`src/core/pcimon_defs.svh`:
```
`ifndef PCIMON_DEFS_SVH
`define PCIMON_DEFS_SVH

// Timeout counts in core clock cycles, counted from the start edge
`define PCIMON_CNT_W        5
`define PCIMON_MABORT_CLKS  5'h04
`define PCIMON_NORESP_CLKS  5'h10

// Sequence width and reset values
`define PCIMON_SEQ_W        16
`define PCIMON_SEQ_RST      16'h0000
`define PCIMON_AGE_RST      5'h00
`define PCIMON_CNT_RST      5'h00

`endif

```
`src/core/pcimon_pkg.sv`:
```
package pcimon_pkg;

   typedef enum logic [2:0] {
      ST_IDLE  = 3'b001,
      ST_BUSY  = 3'b010,
      ST_DRAIN = 3'b100
   } pcimon_state_t;

   typedef enum logic [3:0] {
      MSG_NONE   = 4'h0,
      MSG_START  = 4'h1,
      MSG_RETRY  = 4'h2,
      MSG_TABORT = 4'h3,
      MSG_DISC_A = 4'h4,
      MSG_DISC_B = 4'h5,
      MSG_MABORT = 4'h6,
      MSG_NORESP = 4'h7,
      MSG_DONE   = 4'h8
   } pcimon_msg_t;

endpackage

```
`src/core/pcimon_timer.sv`:
```
`timescale 1ns/1ps
`default_nettype none
`include "pcimon_defs.svh"

module pcimon_timer #(
   parameter int unsigned        CNT_W = `PCIMON_CNT_W,
   parameter logic [CNT_W-1:0]   LIMIT = `PCIMON_NORESP_CLKS
) (
   // Clock and reset
   input  wire logic i_core_clk,
   input  wire logic i_nrst,
   // Control
   input  wire logic i_start,
   input  wire logic i_resp,
   input  wire logic i_clear,
   // Result
   output logic      o_expired
);

   localparam logic [CNT_W-1:0] LAST = LIMIT - 1'b1;

   logic [CNT_W-1:0] cnt_reg;
   logic [CNT_W-1:0] cnt_next;
   logic             run_reg;
   logic             run_next;
   logic             exp_reg;
   logic             exp_next;

   ////////////////////////////////////////////////////////////////////////////
   always_comb begin
      cnt_next = cnt_reg;
      run_next = run_reg;
      exp_next = 1'b0;
      if (i_start) begin
         cnt_next = '0;
         run_next = 1'b1;
      end else if (i_clear) begin
         run_next = 1'b0;
      end else if (run_reg) begin
         if (i_resp) begin
            run_next = 1'b0;
         end else if (cnt_reg == LAST) begin
            exp_next = 1'b1;
            run_next = 1'b0;
         end else begin
            cnt_next = cnt_reg + 1'b1;
         end
      end
   end

   always_ff @(posedge i_core_clk or negedge i_nrst) begin
      if (!i_nrst) begin
         cnt_reg <= `PCIMON_CNT_RST;
         run_reg <= 1'b0;
         exp_reg <= 1'b0;
      end else begin
         cnt_reg <= cnt_next;
         run_reg <= run_next;
         exp_reg <= exp_next;
      end
   end

   assign o_expired = exp_reg;

   ////////////////////////////////////////////////////////////////////////////
   chk_resp_stops_timer: assert property (
      @(posedge i_core_clk) disable iff (!i_nrst)
      (run_reg && i_resp && !i_start) |=> !o_expired [*2])
      else $error("timer expired after response was seen");

endmodule

`default_nettype wire

```
`src/core/pcimon_top.sv`:
```
`timescale 1ns/1ps
`default_nettype none
`include "pcimon_defs.svh"

module pcimon_top #(
   parameter logic [`PCIMON_CNT_W-1:0] MABORT_CLKS = `PCIMON_MABORT_CLKS,
   parameter logic [`PCIMON_CNT_W-1:0] NORESP_CLKS = `PCIMON_NORESP_CLKS
) (
   // Clock and reset
   input  wire logic                   i_core_clk,
   input  wire logic                   i_nrst,
   // Bus lines, all active low
   input  wire logic                   i_framen,
   input  wire logic                   i_irdyn,
   input  wire logic                   i_trdyn,
   input  wire logic                   i_devseln,
   input  wire logic                   i_stopn,
   // Console report
   output logic                        o_console_valid,
   output pcimon_pkg::pcimon_msg_t     o_console_msg,
   // Log report
   output logic                        o_log_valid,
   output pcimon_pkg::pcimon_msg_t     o_log_msg,
   output logic [`PCIMON_SEQ_W-1:0]    o_log_seq,
   // Status to master transactor
   output logic                        o_mstr_status_valid,
   output pcimon_pkg::pcimon_msg_t     o_mstr_status,
   output logic                        o_busy
);
   import pcimon_pkg::*;

   logic [4:0]              sync1_reg;
   logic [4:0]              sync2_reg;
   logic                    frame_a;
   logic                    irdy_a;
   logic                    trdy_a;
   logic                    devsel_a;
   logic                    stop_a;

   pcimon_state_t           st_reg;
   pcimon_state_t           st_next;
   logic                    fprev_reg;
   logic                    data_reg;
   logic                    data_next;
   pcimon_msg_t             msg_reg;
   pcimon_msg_t             msg_next;
   logic                    rpt_reg;
   logic                    rpt_next;
   pcimon_msg_t             sts_reg;
   pcimon_msg_t             sts_next;
   logic                    sts_vld_reg;
   logic                    sts_vld_next;
   logic [`PCIMON_SEQ_W-1:0] seq_reg;
   logic [`PCIMON_SEQ_W-1:0] seq_next;
   logic [`PCIMON_CNT_W-1:0] age_reg;
   logic [`PCIMON_CNT_W-1:0] age_next;
   logic                    start_evt;
   logic                    clr_tmr;
   logic                    mab_exp;
   logic                    nor_exp;
   pcimon_msg_t             term;

   ////////////////////////////////////////////////////////////////////////////
   // Two-stage synchronisers; the bus lines are treated as foreign pins
   always_ff @(posedge i_core_clk or negedge i_nrst) begin
      if (!i_nrst) begin
         sync1_reg <= 5'h1f;
         sync2_reg <= 5'h1f;
      end else begin
         sync1_reg <= {i_framen, i_irdyn, i_trdyn, i_devseln, i_stopn};
         sync2_reg <= sync1_reg;
      end
   end

   assign frame_a  = ~sync2_reg[4];
   assign irdy_a   = ~sync2_reg[3];
   assign trdy_a   = ~sync2_reg[2];
   assign devsel_a = ~sync2_reg[1];
   assign stop_a   = ~sync2_reg[0];

   ////////////////////////////////////////////////////////////////////////////
   // Stop decoding: abort, retry or one of the two disconnects
   function automatic pcimon_msg_t stop_class(input logic devsel,
                                              input logic trdy,
                                              input logic data);
      if (!devsel)
         return MSG_TABORT;
      else if (trdy)
         return MSG_DISC_A;
      else if (!data)
         return MSG_RETRY;
      else
         return MSG_DISC_B;
   endfunction

   ////////////////////////////////////////////////////////////////////////////
   // Timeouts
   pcimon_timer #(
      .CNT_W     (`PCIMON_CNT_W),
      .LIMIT     (MABORT_CLKS)
   ) u_mabort_tmr (
      .i_core_clk(i_core_clk),
      .i_nrst    (i_nrst),
      .i_start   (start_evt),
      .i_resp    (devsel_a),
      .i_clear   (clr_tmr),
      .o_expired (mab_exp)
   );

   pcimon_timer #(
      .CNT_W     (`PCIMON_CNT_W),
      .LIMIT     (NORESP_CLKS)
   ) u_noresp_tmr (
      .i_core_clk(i_core_clk),
      .i_nrst    (i_nrst),
      .i_start   (start_evt),
      .i_resp    (trdy_a),
      .i_clear   (clr_tmr),
      .o_expired (nor_exp)
   );

   ////////////////////////////////////////////////////////////////////////////
   // Transaction tracking
   always_comb begin
      st_next      = st_reg;
      data_next    = data_reg;
      msg_next     = MSG_NONE;
      rpt_next     = 1'b0;
      sts_next     = sts_reg;
      sts_vld_next = 1'b0;
      seq_next     = seq_reg;
      start_evt    = 1'b0;
      clr_tmr      = 1'b0;
      term         = MSG_NONE;
      // Rising frame only, so a frame still held after an outcome is not taken again
      unique case (st_reg)
         ST_IDLE: begin
            start_evt = frame_a && !fprev_reg;
         end
         ST_BUSY: begin
            if (irdy_a && trdy_a)
               data_next = 1'b1;
            if (mab_exp)
               term = MSG_MABORT;
            else if (stop_a)
               term = stop_class(devsel_a, trdy_a, data_reg);
            else if (nor_exp)
               term = MSG_NORESP;
            else if (!frame_a && irdy_a && trdy_a)
               term = MSG_DONE;
         end
         ST_DRAIN: begin
            if (frame_a && !fprev_reg)
               start_evt = 1'b1;
            else if (!frame_a && !irdy_a)
               st_next = ST_IDLE;
         end
      endcase
      if (term != MSG_NONE) begin
         st_next      = ST_DRAIN;
         msg_next     = term;
         rpt_next     = 1'b1;
         sts_next     = term;
         sts_vld_next = 1'b1;
         clr_tmr      = 1'b1;
      end
      if (start_evt) begin
         st_next   = ST_BUSY;
         data_next = 1'b0;
         msg_next  = MSG_START;
         rpt_next  = 1'b1;
         seq_next  = seq_reg + 1'b1;
      end
      age_next = start_evt ? `PCIMON_AGE_RST :
                 (&age_reg) ? age_reg : age_reg + 1'b1;
   end

   always_ff @(posedge i_core_clk or negedge i_nrst) begin
      if (!i_nrst) begin
         st_reg      <= ST_IDLE;
         fprev_reg   <= 1'b0;
         data_reg    <= 1'b0;
         msg_reg     <= MSG_NONE;
         rpt_reg     <= 1'b0;
         sts_reg     <= MSG_NONE;
         sts_vld_reg <= 1'b0;
         seq_reg     <= `PCIMON_SEQ_RST;
         age_reg     <= `PCIMON_AGE_RST;
      end else begin
         st_reg      <= st_next;
         fprev_reg   <= frame_a;
         data_reg    <= data_next;
         msg_reg     <= msg_next;
         rpt_reg     <= rpt_next;
         sts_reg     <= sts_next;
         sts_vld_reg <= sts_vld_next;
         seq_reg     <= seq_next;
         age_reg     <= age_next;
      end
   end

   // Console and log share one register so they can never disagree
   assign o_console_valid     = rpt_reg;
   assign o_console_msg       = msg_reg;
   assign o_log_valid         = rpt_reg;
   assign o_log_msg           = msg_reg;
   assign o_log_seq           = seq_reg;
   assign o_mstr_status_valid = sts_vld_reg;
   assign o_mstr_status       = sts_reg;
   assign o_busy              = st_reg[1];

   ////////////////////////////////////////////////////////////////////////////
   chk_mabort_delay: assert property (
      @(posedge i_core_clk) disable iff (!i_nrst)
      (o_mstr_status_valid && o_mstr_status == MSG_MABORT)
         |-> (age_reg == MABORT_CLKS + 5'h01))
      else $error("master abort reported at wrong cycle");

   chk_noresp_delay: assert property (
      @(posedge i_core_clk) disable iff (!i_nrst)
      (o_mstr_status_valid && o_mstr_status == MSG_NORESP)
         |-> (age_reg == NORESP_CLKS + 5'h01))
      else $error("no-response reported at wrong cycle");

   chk_mabort_fires: assert property (
      @(posedge i_core_clk) disable iff (!i_nrst)
      start_evt ##1 (!devsel_a && !stop_a && !trdy_a) [*4]
         |=> ##1 (o_mstr_status_valid && o_mstr_status == MSG_MABORT))
      else $error("missing master abort");

   chk_retry_class: assert property (
      @(posedge i_core_clk) disable iff (!i_nrst)
      (st_reg == ST_BUSY && !mab_exp && stop_a && devsel_a && !trdy_a && !data_reg)
         |=> (o_mstr_status_valid && o_mstr_status == MSG_RETRY))
      else $error("retry misclassified");

   chk_tabort_class: assert property (
      @(posedge i_core_clk) disable iff (!i_nrst)
      (st_reg == ST_BUSY && !mab_exp && stop_a && !devsel_a)
         |=> (o_mstr_status_valid && o_mstr_status == MSG_TABORT))
      else $error("target abort misclassified");

   chk_disc_kinds: assert property (
      @(posedge i_core_clk) disable iff (!i_nrst)
      (st_reg == ST_BUSY && !mab_exp && stop_a && devsel_a && (trdy_a || data_reg))
         |=> (o_mstr_status == ($past(trdy_a) ? MSG_DISC_A : MSG_DISC_B)))
      else $error("disconnect type wrong");

   chk_status_logged: assert property (
      @(posedge i_core_clk) disable iff (!i_nrst)
      o_mstr_status_valid |-> (o_log_valid && o_log_msg == o_mstr_status
                               && o_console_msg == o_mstr_status))
      else $error("status not reported");

   chk_start_report: assert property (
      @(posedge i_core_clk) disable iff (!i_nrst)
      start_evt |=> (o_log_valid && o_console_valid && o_log_msg == MSG_START
                     && o_log_seq == $past(seq_reg) + 16'h0001))
      else $error("transaction start not reported");

   chk_one_outcome: assert property (
      @(posedge i_core_clk) disable iff (!i_nrst)
      o_mstr_status_valid |=> !o_mstr_status_valid)
      else $error("two outcomes for one transaction");

endmodule

`default_nettype wire

```
`config.mk`:
```
export PLATFORM = sky130hd
export DESIGN_NAME = pcimon_top
export DESIGN_NICKNAME = d
export VERILOG_FILES = /design/src/core/pcimon_pkg.sv /design/src/core/pcimon_timer.sv /design/src/core/pcimon_top.sv
export VERILOG_INCLUDE_DIRS = /design/src /design/src/core
export SDC_FILE = /design/constraint.sdc
export NUM_CORES = 1
export LEC_CHECK = 0
export BUFFER_PORTS_ARGS = -buffer_cell sky130_fd_sc_hd__buf_2
export CORE_MARGIN = 5
export CORE_UTILIZATION = 30
export DETAILED_ROUTE_END_ITERATION = 8
export GPL_TIMING_DRIVEN = 0
export SLEW_MARGIN = 10
export SYNTH_ARGS = -nofsm -noshare
export SYNTH_HDL_FRONTEND = slang
export SYNTH_SLANG_ARGS = --single-unit
export TNS_END_PERCENT = 10
```
`constraint.sdc`:
```
create_clock -name i_core_clk -period 2.73 [get_ports i_core_clk]
set_input_delay 0.1365 -clock i_core_clk [delete_from_list [all_inputs] [get_ports i_core_clk]]
set_output_delay 0.1365 -clock i_core_clk [all_outputs]
set_load 0.01 [all_outputs]
```
== Word level (Yosys, flattened, before mapping) ==
Index checks and enable logic that the tools add are counted.

* Register bits after elaboration: 55
* Input bits: 7
* Output and inout port bits: 32
* Word-level logic and storage cells: 102

* $add $sub $neg: 3
* Equality and inequality tests: 9
* Mux-type cells: 52
* Bitwise operators: 3
* Reduce and logical (&&, ||, !) cells: 19

{| class="wikitable"
|+ Operator list
! cell !! count
|-
| 5-bit two-way mux || 10
|-
| 4-bit two-way mux || 7
|-
| 1-bit two-way mux || 26
|-
| 3-bit two-way mux || 8
|-
| 16-bit by 1-bit adder with 16-bit output (second input constant) || 1
|-
| 2-bit nonzero test || 6
|-
| 5-bit by 1-bit adder with 5-bit output (second input constant) || 2
|-
| 4-bit AND reduction || 2
|-
| 3-bit nonzero test || 2
|-
| 5-bit by 2-bit == test with 1-bit output (second input constant) || 1
|-
| 5-bit by 4-bit == test with 1-bit output (second input constant) || 1
|-
| 1-bit logical AND || 5
|-
| 2-bit inequality test (second input constant) || 2
|-
| 4-bit nonzero test || 1
|-
| 3-bit by 1-bit == test with 1-bit output (second input constant) || 1
|-
| 3-bit by 2-bit == test with 1-bit output (second input constant) || 1
|-
| 3-bit == test (second input constant) || 1
|-
| 3-bit by 2-bit inequality test with 1-bit output (second input constant) || 1
|-
| 1-bit inverter || 3
|-
| 3-bit AND reduction || 1
|-
| 2-bit by 1-bit inequality test with 1-bit output (second input constant) || 1
|-
| 1-bit case mux with 2 select lines || 1
|-
| 2-bit AND reduction || 1
|-
| 1-bit zero test || 1
|}

== Longest topological paths before layout ==
Gate-level depths: netlist of run 1.

* Depth in word-level cells: 12
* Depth in mapped cells: 7
* Gate-level depth less buffers: 7

== Modules after synthesis ==
Synthesis of run 1 repeated with hierarchy kept, for this count alone.

* Cells, all modules: 200
* Area total of the unflattened synthesis: 2,353.5 µm²

{| class="wikitable"
|+ By module, submodules not included
! module !! instances !! cells each !! area each (µm²) !! seq. area each (µm²)
|-
| pcimon_top || 1 || 137 || 1,627.8 || 1,039.7
|-
| pcimon_timer at u_mabort_tmr || 1 || 33 || 382.9 || 175.2
|-
| pcimon_timer at u_noresp_tmr || 1 || 30 || 342.8 || 175.2
|}

== Worst setup path after synthesis of run 1 ==
Ideal clock, no wire load.

* Path type: register to register
* From: reg sync2_reg[0]
* To: reg u_mabort_tmr.cnt_reg[1]
* Setup time: 78 ps
* Arrival time: 1,836 ps
* Required time: 2,652 ps
* Slack: 816 ps
* Cell stages (with the launch flop): 7
* Buffers on the path: 1
* Period minus slack after synthesis: 1,914 ps
* Cell sequence: dfstp_2 -> or3b_4 -> o21ai_4 -> inv_2 -> buf_6 -> or3b_1 -> a21oi_1

* Word-level cells in the longest chain between the ends: 7

{| class="wikitable"
|+ RTL lines
! item !! line !! source
|-
| start: declaration || pcimon_top.sv:33 || <nowiki>logic [4:0] sync2_reg;</nowiki>
|-
| start signal: assignment || pcimon_top.sv:71 || <nowiki>sync2_reg <= sync1_reg;</nowiki>
|-
| 4-bit two-way mux || pcimon_top.sv:145 || <nowiki>else if (stop_a)</nowiki>
|-
| 4-bit two-way mux || pcimon_top.sv:143 || <nowiki>if (mab_exp)</nowiki>
|-
| 4-bit two-way mux || pcimon_top.sv:136 || <nowiki>unique case (st_reg)</nowiki>
|-
| 4-bit nonzero test || pcimon_top.sv:159 || <nowiki>if (term != MSG_NONE) begin</nowiki>
|-
| 1-bit two-way mux || pcimon_top.sv:159 ||
|-
| 2-bit by 1-bit inequality test with 1-bit output (no line) || n/a ||
|-
| 4-bit AND reduction (no line) || n/a ||
|-
| end signal: assignment || pcimon_timer.sv:53 || <nowiki>cnt_reg <= `PCIMON_CNT_RST;</nowiki>
|-
| end signal: assignment || pcimon_timer.sv:57 || <nowiki>cnt_reg <= cnt_next;</nowiki>
|-
| end: declaration || pcimon_timer.sv:22 || <nowiki>logic [CNT_W-1:0] cnt_reg;</nowiki>
|}

Every way passes these cells.
A chain may end at the register's enable or synchronous reset.

== Worst setup path after layout of run 1 ==
* From: reg st_reg[1]
* To: reg u_mabort_tmr.cnt_reg[3]

* Word-level cells in the longest chain between the ends: 6
* Elaborated cells between the ends (all ways): 13
* Those cells by class: eq/ne: 5; mux: 4; reduce/logical: 4

{| class="wikitable"
|+ RTL lines
! item !! line !! source
|-
| start: declaration || pcimon_top.sv:40 || <nowiki>pcimon_state_t st_reg;</nowiki>
|-
| start signal: assignment || pcimon_top.sv:190 || <nowiki>st_reg <= st_next;</nowiki>
|-
| 3-bit by 2-bit == test with 1-bit output || pcimon_top.sv:136 ||
|-
| 4-bit two-way mux || pcimon_top.sv:136 ||
|-
| 4-bit nonzero test || pcimon_top.sv:159 ||
|-
| 1-bit two-way mux || pcimon_top.sv:159 ||
|-
| net clr_tmr || pcimon_top.sv:58 || <nowiki>logic clr_tmr;</nowiki>
|-
| 2-bit by 1-bit inequality test with 1-bit output (no line) || n/a ||
|-
| 4-bit AND reduction (no line) || n/a ||
|}

The timed path passes the listed nets, and every way through them passes these cells.

==> impl_metrics.toml, run 1 <==
[power]
p_leak_nw = 1.41
power_density_mw_per_mm2 = 473
peakVddDrop_v = 0.000180
total_power_mw = 1.32

[drt]
wirelength_mm = 4.40
routedWlPerCell_um = 12.1
drt_iter0_markers = 54
num_vias = 1671
ant_nets = 0
dr.pass1.iters = 4
avgViaCountPerCell = 4.59
drcViolationCount = 0

[layout]
fillers = 771
fin_nets = 272
layout_commonest_cell = "dfrtp_1"
largest_reg_flops = 16
fin_area_mm2 = 0.00279
area_delta_synth_final_pct = 20.2
n_antenna_cell = 0
most-common-layout-cells = "dfrtp_1, buf_2, nand2_1, a21oi_1, nor2_1"
drive_gt1_frac = 0.260

[status]
outcome = "finished, final reports clean"

[clock_network]
cts_setup_buffers = 0
clk_latency_ns = 0.31
cts_tree = "yes"
cts.sinks = 55
htree_num_levels = 2
cts_root_buf = "clkbuf_8"
cts_buffers = 5
clk_path_buf_depth = 2
clkTransAtPathRegs_ns = 0.10

[setup_path]
endpoint_kind = "flip-flop"
crit_type = "flip-flop to flip-flop"
cp.required_ns = 2.96
arrival_ns = 2.37
r2r_cells = 7
critPathMaxFanout = 10
start_kind = "flip-flop"

[die]
core-area_mm2 = 0.00765
die_y_um = 98.0
pin_count = 39
initial_core_util = 0.304
dieArea_mm2 = 0.00960
fp.dieW_um = 98.0
core.rowCount = 32

[job]
drv_cap = 0

[synthesis]
synth_fp_nets = 221
yosys.area.top_type = "dfrtp_1"
netlist_area_mm2 = 0.00232
synthTopCellsByArea = "dfrtp_1, dfstp_2, a21oi_1, xor2_1, nand2_1"
yosys_warnings = 0
syn_inst = 210
ys_ff_latch = 55
avgSynthCellArea_um2 = 11.1
seq_area_frac_synth = 0.599
synth_top_area_share = 0.474
yosysUniqueCellTypes = 34

[timing]
final_hold_viol_count = 0
report.final.setup_viol = 0
report.final.slew_viol_count = 0
post-route-period-util = 0.786
min_period_ns = 2.14
relSlewSlack = 0.452
worst_slack_ns = 0.585
finClkSkew_ns = 0.00927
fmax_mhz = 466
tns_ns = 0
grt_setup_unrepaired = "no"
worst_slew_pin_slew_ns = 0.810

[worst_hold_path]
min_path_cells = 0
min_path_type = "flip-flop to flip-flop"

[placement]
dpl_cell_area_mm2 = 0.00264
port_buffers = 38
place_ws_ns = 0.578
gp_congestion = 0.759
dpl.hpwl_mm = 3.14

[global_route]
overflow = 0
grt_start_max_net_pins = 56
grt_antenna_before_repair = 0
grt_pass1_vias = 1757
gr-usage-all-layers = 0.0983
grt_pass1_wl_mm = 7.98
## per-layer routing
metal  vias up  global-route usage  part of all wire
met2        33               0.171              0.50
met4         0              0.0288            0.0086
met3         5              0.0300             0.051
met1       807               0.117              0.44
li1        826                   -                 -
met5         -                   0                 0
## where the power goes
group / switching [mW] / internal, mW
logic: 0.0213 / 0.0125
registers: 0.00701 / 0.829
clock network: 0.269 / 0.181
## stage by stage
| step | hold WS [ns] | utilization | instances |
|---|---|---|---|
| global route | 0.365 | 0.365 | 364 |
| detailed placement | 0.243 | 0.345 | 350 |
| global placement | 0.243 | 0.345 | 350 |
| CTS | 0.119 | 0.363 | 363 |
| floorplan | -0.159 | - | 210 |
| finish | 0.360 | 0.365 | 364 |
## worst max-delay path, cell delays in order (launching register included)
cell and delay, ns:
dfrtp_1 0.47, nor3b_1 0.68, o21ai_4 0.25, inv_2 0.13, buf_6 0.13, buf_4 0.16, o21ai_0 0.11, a21oi_1 0.13
## worst paths after layout
check / start / end / slack (ns)
min reg2reg: sync1_reg[1]$_DFF_PN1_ / sync2_reg[1]$_DFF_PN1_ / 0.36
min in group asynchronous: i_nrst / o_console_msg[1]$_DFF_PN0_ / 0.40
max: st_reg[1]$_DFFE_PN0P_ / u_mabort_tmr.cnt_reg[3]$_DFFE_PN0P_ / 0.59
min: sync1_reg[1]$_DFF_PN1_ / sync2_reg[1]$_DFF_PN1_ / 0.36
max in group asynchronous: i_nrst / u_mabort_tmr.cnt_reg[3]$_DFFE_PN0P_ / 1.87
max reg2reg: st_reg[1]$_DFFE_PN0P_ / u_mabort_tmr.cnt_reg[3]$_DFFE_PN0P_ / 0.59
## area by class of cell
class                   instances  area (µm²)  area share
plain buffers                   9        63.8      0.0229
clock buffers                   5        68.8      0.0247
clock inverters                 3        18.8     0.00673
inverters                       9        33.8      0.0121
multi-input cells             137         835       0.299
flip-flops and latches         55        1390       0.498
well taps                     102         128      0.0457
repair buffers                 44         253      0.0906
## Yosys cell counts
| cell type | n |
|---|---|
| clkbuf_1 | 2 |
| inv_2 | 1 |
| and2_1 | 2 |
| nand4_1 | 7 |
| nand3b_1 | 1 |
| and3b_1 | 1 |
| nor2b_1 | 2 |
| nor2_1 | 17 |
| nor4b_1 | 1 |
| a21oi_1 | 18 |
| xnor2_1 | 6 |
| nor3_1 | 3 |
| a21o_1 | 1 |
| o21ai_4 | 1 |
| or3b_1 | 1 |
| inv_1 | 8 |
| or3_1 | 8 |
| buf_6 | 1 |
| or3b_4 | 1 |
| and3_1 | 2 |
| nand2_1 | 18 |
| dfrtp_1 | 44 |
| ha_1 | 4 |
| o41ai_1 | 2 |
| or4b_2 | 1 |
| o21ai_0 | 13 |
| nor3b_1 | 2 |
| buf_4 | 6 |
| nand3_1 | 8 |
| xor2_1 | 10 |
| dfstp_2 | 11 |
| a311oi_1 | 1 |
| a211oi_1 | 1 |
| and4_1 | 5 |
## logic make-up (layout without fill, tap and decap cells)
family	count (synthesis)	count (layout)	synth area share
XOR/XNOR	16	16	0.0603
AND/OR/NAND/NOR	80	80	0.186
flip-flops	55	55	0.599
buffers and inverters	18	70	0.0420
AO/OA/AOI/OAI	37	37	0.0916
adder cells (fa/ha/maj)	4	4	0.0216
## what timing repair did
| action | in CTS | in global routing |
|---|---|---|
| gates resized for setup | 0 | 0 |
| endpoints found under the hold margin | 5 | 44 |
| hold buffers | 5 | 1 |
No activity file was read; power rests on OpenSTA's default activity.
==> inputs of run 2 (changes only) <==
==> constraint.sdc (replaced) <==
create_clock -name i_core_clk -period 1.75 [get_ports i_core_clk]
set_input_delay 0.0875 -clock i_core_clk [delete_from_list [all_inputs] [get_ports i_core_clk]]
set_output_delay 0.0875 -clock i_core_clk [all_outputs]
set_load 0.01 [all_outputs]
==> run 2 against run 1 <==
  * The flow now finishes with violations (negative setup slack)
  * Combinational power is 68% higher
  * Sequential power is 57% higher
  * Final area is 7.6% higher
  * Fmax is 14% higher
  * Non-clock buffer count is 9 higher
  * Critical path depth is 1 lower
  * Core utilization is 2.8 points higher
  * Total power is 77% higher
  * Largest cell class unchanged
==> impl_metrics.toml, run 2 (synthesis results as in run 1) <==
[status]
outcome = "finished, violations left"
failed_checks = "negative setup slack"

[worst_hold_path]
min_path_type = "primary input to async pin"

[clock_network]
cts_tree = "yes"
clkTransAtPathRegs_ns = 0.10
cts.sinks = 55
clk_path_buf_depth = 2
cts_buffers = 5
clk_latency_ns = 0.31
cts_root_buf = "clkbuf_8"
htree_num_levels = 2

[layout]
layoutNonFillerInstCount = 373
multi_input_area_um2 = 930
largest_reg_flops = 16
area_delta_synth_final_pct = 29.3
drive_gt1_frac = 0.343
register_area_mm2 = 0.00139
layout_commonest_cell = "dfrtp_1"
fillers = 759
fin_nets = 281
n_antenna_cell = 0
fin_area_mm2 = 0.00300
most-common-layout-cells = "dfrtp_1, buf_2, nand2_1, nor2_1"

[power]
total_power_mw = 2.33
p_leak_nw = 1.48
power_density_mw_per_mm2 = 777
peakVddDrop_v = 0.000346

[setup_path]
crit_path_end = "u_noresp_tmr.cnt_reg[3]$_DFFE_PN0P_"
r2r-start = "sync2_reg[0]$_DFF_PN1_"
r2r_slack_ns = -0.12
path_cells = "or3b_4 -> o21ai_4 -> inv_2 -> buf_6 -> or3_4 -> a21oi_2"
arrival_ns = 2.12
r2r-end = "u_noresp_tmr.cnt_reg[3]$_DFFE_PN0P_"
endpoint_kind = "flip-flop"
path_buf_inv = 2
critPathMaxFanout = 5
slowest_stage = "dfstp_2"
max_stage_delay_ns = 0.55
cp.required_ns = 1.99
r2r_cells = 6
cp.depth = 6
cp_top_family = "simple AND/OR/NAND/NOR gates"
critPathLaunch = "sync2_reg[0]$_DFF_PN1_"
start_kind = "flip-flop"
crit_type = "flip-flop to flip-flop"

[drt]
ant_nets = 0
wirelength_mm = 4.64
dr.pass1.iters = 4
drt_iter0_markers = 67
routedWlPerCell_um = 12.4
avgViaCountPerCell = 4.58
drcViolationCount = 0
num_vias = 1709

[placement]
gp_congestion = 0.824
port_buffers = 38
post-place-cells = 350
dpl_cell_area_mm2 = 0.00264
dpl.hpwl_mm = 3.08

[timing]
finClkSkew_ns = 0.00699
report.final.setup_viol = 11
final_hold_viol_count = 0
relSlewSlack = 0.556
report.final.slew_viol_count = 0
post-route-period-util = 1.07
min_period_ns = 1.87
worst_slack_ns = -0.124
fmax_mhz = 533
worst_slew_pin_slew_ns = 0.666
grt_setup_unrepaired = "yes"

[die]
core-area_mm2 = 0.00765
pin_count = 39
core.rowCount = 32
die_y_um = 98.0
fp.dieW_um = 98.0
initial_core_util = 0.304
dieArea_mm2 = 0.00960

[global_route]
grt_antenna_before_repair = 0
grt_pass1_wl_mm = 7.92
overflow = 0
grt_pass1_vias = 1667
gr-usage-all-layers = 0.100
grt_start_max_net_pins = 56

[job]
drv_cap = 0
==> run 2: cell count changes in the layout (fill, tap and decap cells not counted), sizes merged <==
cell | before | now
buf | 45 | 54
clkbuf | 7 | 8
bufinv | 0 | 2
clkinv | 2 | 0
inv | 10 | 9
==> run 2: layout make-up <==
type / instances / share of cell area
buffer: 9 / 0.0225
clock buffer: 6 / 0.0242
clock inverter: 2 / 0.0200
inverter: 9 / 0.0113
multi-input combinational: 137 / 0.310
sequential: 55 / 0.463
tap: 102 / 0.0425
timing repair buffer: 53 / 0.107
==> run 2: worst min-delay path by stage <==
stage	to	start	cells after the start
floorplan	data_reg$_DFFE_PN0P_	i_nrst	0
global placement	sync1_reg[1]$_DFF_PN1_	i_devseln	1
detailed placement	sync1_reg[2]$_DFF_PN1_	i_trdyn	1
CTS	o_log_seq[13]$_DFFE_PN0P_	i_nrst	1
global route	sync2_reg[2]$_DFF_PN1_	sync1_reg[2]$_DFF_PN1_	0
finish	o_log_seq[14]$_DFFE_PN0P_	i_nrst	2
==> run 2: worst register-to-register path, stage by stage (launching register included) <==
cell and delay, ns:
dfstp_2 0.55, or3b_4 0.40, o21ai_4 0.18, inv_2 0.08, buf_6 0.13, or3_4 0.36, a21oi_2 0.13
==> run 2: per-stage QoR <==
step	setup slack (ns)	util	setup TNS [ns]	hold WS, ns
5_1_grt	-0.190	0.393	-1.76	0.366
3_3_place_gp	-0.381	0.345	-6.17	0.194
2_1_floorplan	-0.132	-	-0.886	-0.208
6_report	-0.124	0.393	-0.776	0.355
3_5_place_dp	-0.383	0.345	-6.51	0.196
4_1_cts	-0.139	0.384	-0.785	0.0619
==> run 2: report_power, final <==
group | switching, mW | total, mW | internal, mW | leakage [nW]
registers | 0.0124 | 1.31 | 1.29 | 0.728
clock network | 0.398 | 0.970 | 0.572 | 0.0654
logic | 0.0344 | 0.0571 | 0.0227 | 0.687
total | 0.445 | 2.33 | 1.89 | 1.48
==> run 2: routing by layer <==
layer,GRT usage,vias up,routed length (µm)
met5,0,-,0
met4,0.0373,0,74
met3,0.0371,6,271
met2,0.161,36,2280
met1,0.123,820,2020
li1,-,847,-
==> run 2: repair_timing <==
item	CTS	global route
gates resized for setup	20	10
endpoints found under the hold margin	5	44
pin swaps	13	4
hold buffers	5	1
setup endpoints to repair	29	21
gates cloned	0	1
setup buffers	7	1
==> inputs of run 3 (changes only) <==
--- a/config.mk
+++ b/config.mk
@@ -9,8 +9,10 @@
 export BUFFER_PORTS_ARGS = -buffer_cell sky130_fd_sc_hd__buf_2
 export CORE_MARGIN = 5
 export CORE_UTILIZATION = 30
+export CTS_BUF_LIST = sky130_fd_sc_hd__clkbuf_4
 export DETAILED_ROUTE_END_ITERATION = 8
 export GPL_TIMING_DRIVEN = 0
+export SKIP_CTS_REPAIR_TIMING = 1
 export SLEW_MARGIN = 10
 export SYNTH_ARGS = -nofsm -noshare
 export SYNTH_HDL_FRONTEND = slang
==> constraint.sdc (replaced) <==
create_clock -name i_core_clk -period 1.5 [get_ports i_core_clk]
set_input_delay 0.075 -clock i_core_clk [delete_from_list [all_inputs] [get_ports i_core_clk]]
set_output_delay 0.075 -clock i_core_clk [all_outputs]
set_load 0.01 [all_outputs]
==> run 3 against run 2 <==
  * The run still ends with negative setup slack left
  * Clock skew is essentially flat
  * Core utilization shrank 1.6 points
  * Routed wire length down 1.8%
  * Clock power fell by 36%
  * Non-clock buffer count fell by 3
  * Highest routed layer unchanged
==> impl_metrics.toml, run 3 (synthesis results as in run 1) <==
[drt]
dr.pass1.iters = 4
ant_nets = 0
num_vias = 1695
routedWlPerCell_um = 12.3
avgViaCountPerCell = 4.58
drt_iter0_markers = 129
wirelength_mm = 4.56
drcViolationCount = 0

[clock_network]
clk_path_buf_depth = 2
htree_num_levels = 2
cts.sinks = 55
clk_latency_ns = 0.36
cts_buffers = 5
cts_root_buf = "clkbuf_4"
cts_tree = "yes"
clkTransAtPathRegs_ns = 0.14

[layout]
drive_gt1_frac = 0.321
layoutNonFillerInstCount = 370
area_delta_synth_final_pct = 24.0
fin_area_mm2 = 0.00288
largest_reg_flops = 16
layout_commonest_cell = "dfrtp_1"
fin_nets = 278
n_antenna_cell = 0
most-common-layout-cells = "dfrtp_1, buf_2, nand2_1"

[global_route]
grt_start_max_net_pins = 56
overflow = 0
grt_pass1_vias = 1705
grt_antenna_before_repair = 0
top_usage_layer = "met2"
gr-usage-met3 = 0.0314
grt_util_met1 = 0.122
gr-usage-all-layers = 0.0998
grtUsageMet2 = 0.165
grt_pass1_wl_mm = 7.93

[placement]
post-place-cells = 350
dpl.hpwl_mm = 3.12
gp_congestion = 0.738
place_ws_ns = -0.607
dpl_cell_area_mm2 = 0.00264
port_buffers = 38

[timing]
final_hold_viol_count = 0
fmax_mhz = 496
worst_slack_ns = -0.514
min_period_ns = 2.01
report.final.slew_viol_count = 0
finClkSkew_ns = 0.00719
worst_slew_pin_slew_ns = 0.683
hold_slack_ns = 0.277
relSlewSlack = 0.545
report.final.setup_viol = 26
post-route-period-util = 1.34
grt_setup_unrepaired = "yes"

[power]
peakVddDrop_v = 0.000264
total_power_mw = 2.21
p_switching_mw = 0.483
seqPwrFrac = 0.689
power_density_mw_per_mm2 = 768
clkPwrFrac = 0.281
p_leak_nw = 1.44
power_frac_comb = 0.030
power.internal_mw = 1.73
p_sw_frac = 0.218

[die]
die_y_um = 98.0
dieArea_mm2 = 0.00960
core.rowCount = 32
pin_count = 39
core-area_mm2 = 0.00765
initial_core_util = 0.304
fp.dieW_um = 98.0

[setup_path]
arrival_ns = 2.31
endpoint_kind = "flip-flop"
start_kind = "flip-flop"
critPathMaxFanout = 10
cp.required_ns = 1.80
crit_type = "flip-flop to flip-flop"

[status]
outcome = "finished, violations left"
failed_checks = "negative setup slack"

[worst_hold_path]
min_path_type = "primary input to async pin"

[job]
drv_cap = 0
## run 3: worst paths after layout
path	from	endpoint	slack (ns)	cells past startpoint
max	sync2_reg[0]$_DFF_PN1_	u_mabort_tmr.cnt_reg[1]$_DFFE_PN0P_	-0.51	6
min	i_nrst	o_mstr_status[1]$_DFFE_PN0N_	0.28	2
max reg2reg	sync2_reg[0]$_DFF_PN1_	u_mabort_tmr.cnt_reg[1]$_DFFE_PN0P_	-0.51	6
min reg2reg	sync1_reg[2]$_DFF_PN1_	sync2_reg[2]$_DFF_PN1_	0.37	0
max in group asynchronous	i_nrst	st_reg[1]$_DFFE_PN0P_	0.75	2
min in group i_core_clk	i_framen	sync1_reg[4]$_DFF_PN1_	0.34	2
## run 3: final cells by class
cell class | count | area, µm²
clock buffers | 6 | 45.0
flip-flops and latches | 55 | 1390
multi-input cells | 137 | 910
repair buffers | 50 | 298
clock inverters | 2 | 7.51
inverters | 9 | 33.8
well taps | 102 | 128
plain buffers | 9 | 67.6
fillers | 764 | 4770
## run 3: power groups by stage
| stage | sequential [mW] | combinational [mW] | clock (mW) |
|---|---|---|---|
| 6_report | 1.52 | 0.0675 | 0.621 |
| 5_1_grt | 1.53 | 0.0795 | 0.725 |
| 4_1_cts | 1.52 | 0.0526 | 0.666 |
| 3_5_place_dp | 1.55 | 0.0526 | 0 |
| 3_3_place_gp | 1.55 | 0.0519 | 0 |
| 2_1_floorplan | 1.55 | 0.0131 | 0 |
## run 3: per-layer routing
layer | wire length, µm | vias to the layer above
li1 | - | 837
met1 | 1970 | 817
met2 | 2280 | 33
met3 | 230 | 8
met4 | 72 | 0
met5 | 0 | -
## run 3: worst max-delay path, stage by stage, from the launching register on
cell	delay, ns
dfstp_2	0.58
or3b_4	0.41
o21ai_4	0.25
inv_2	0.08
buf_6	0.14
or3b_4	0.37
a21oi_2	0.12
## run 3: stage by stage
step | setup TNS (ns) | util
after floorplan | -5.67 | -
after global placement | -14.39 | 0.345
after detailed placement | -15.47 | 0.345
after CTS | -16.50 | 0.352
after global routing | -9.89 | 0.377
final | -6.68 | 0.377
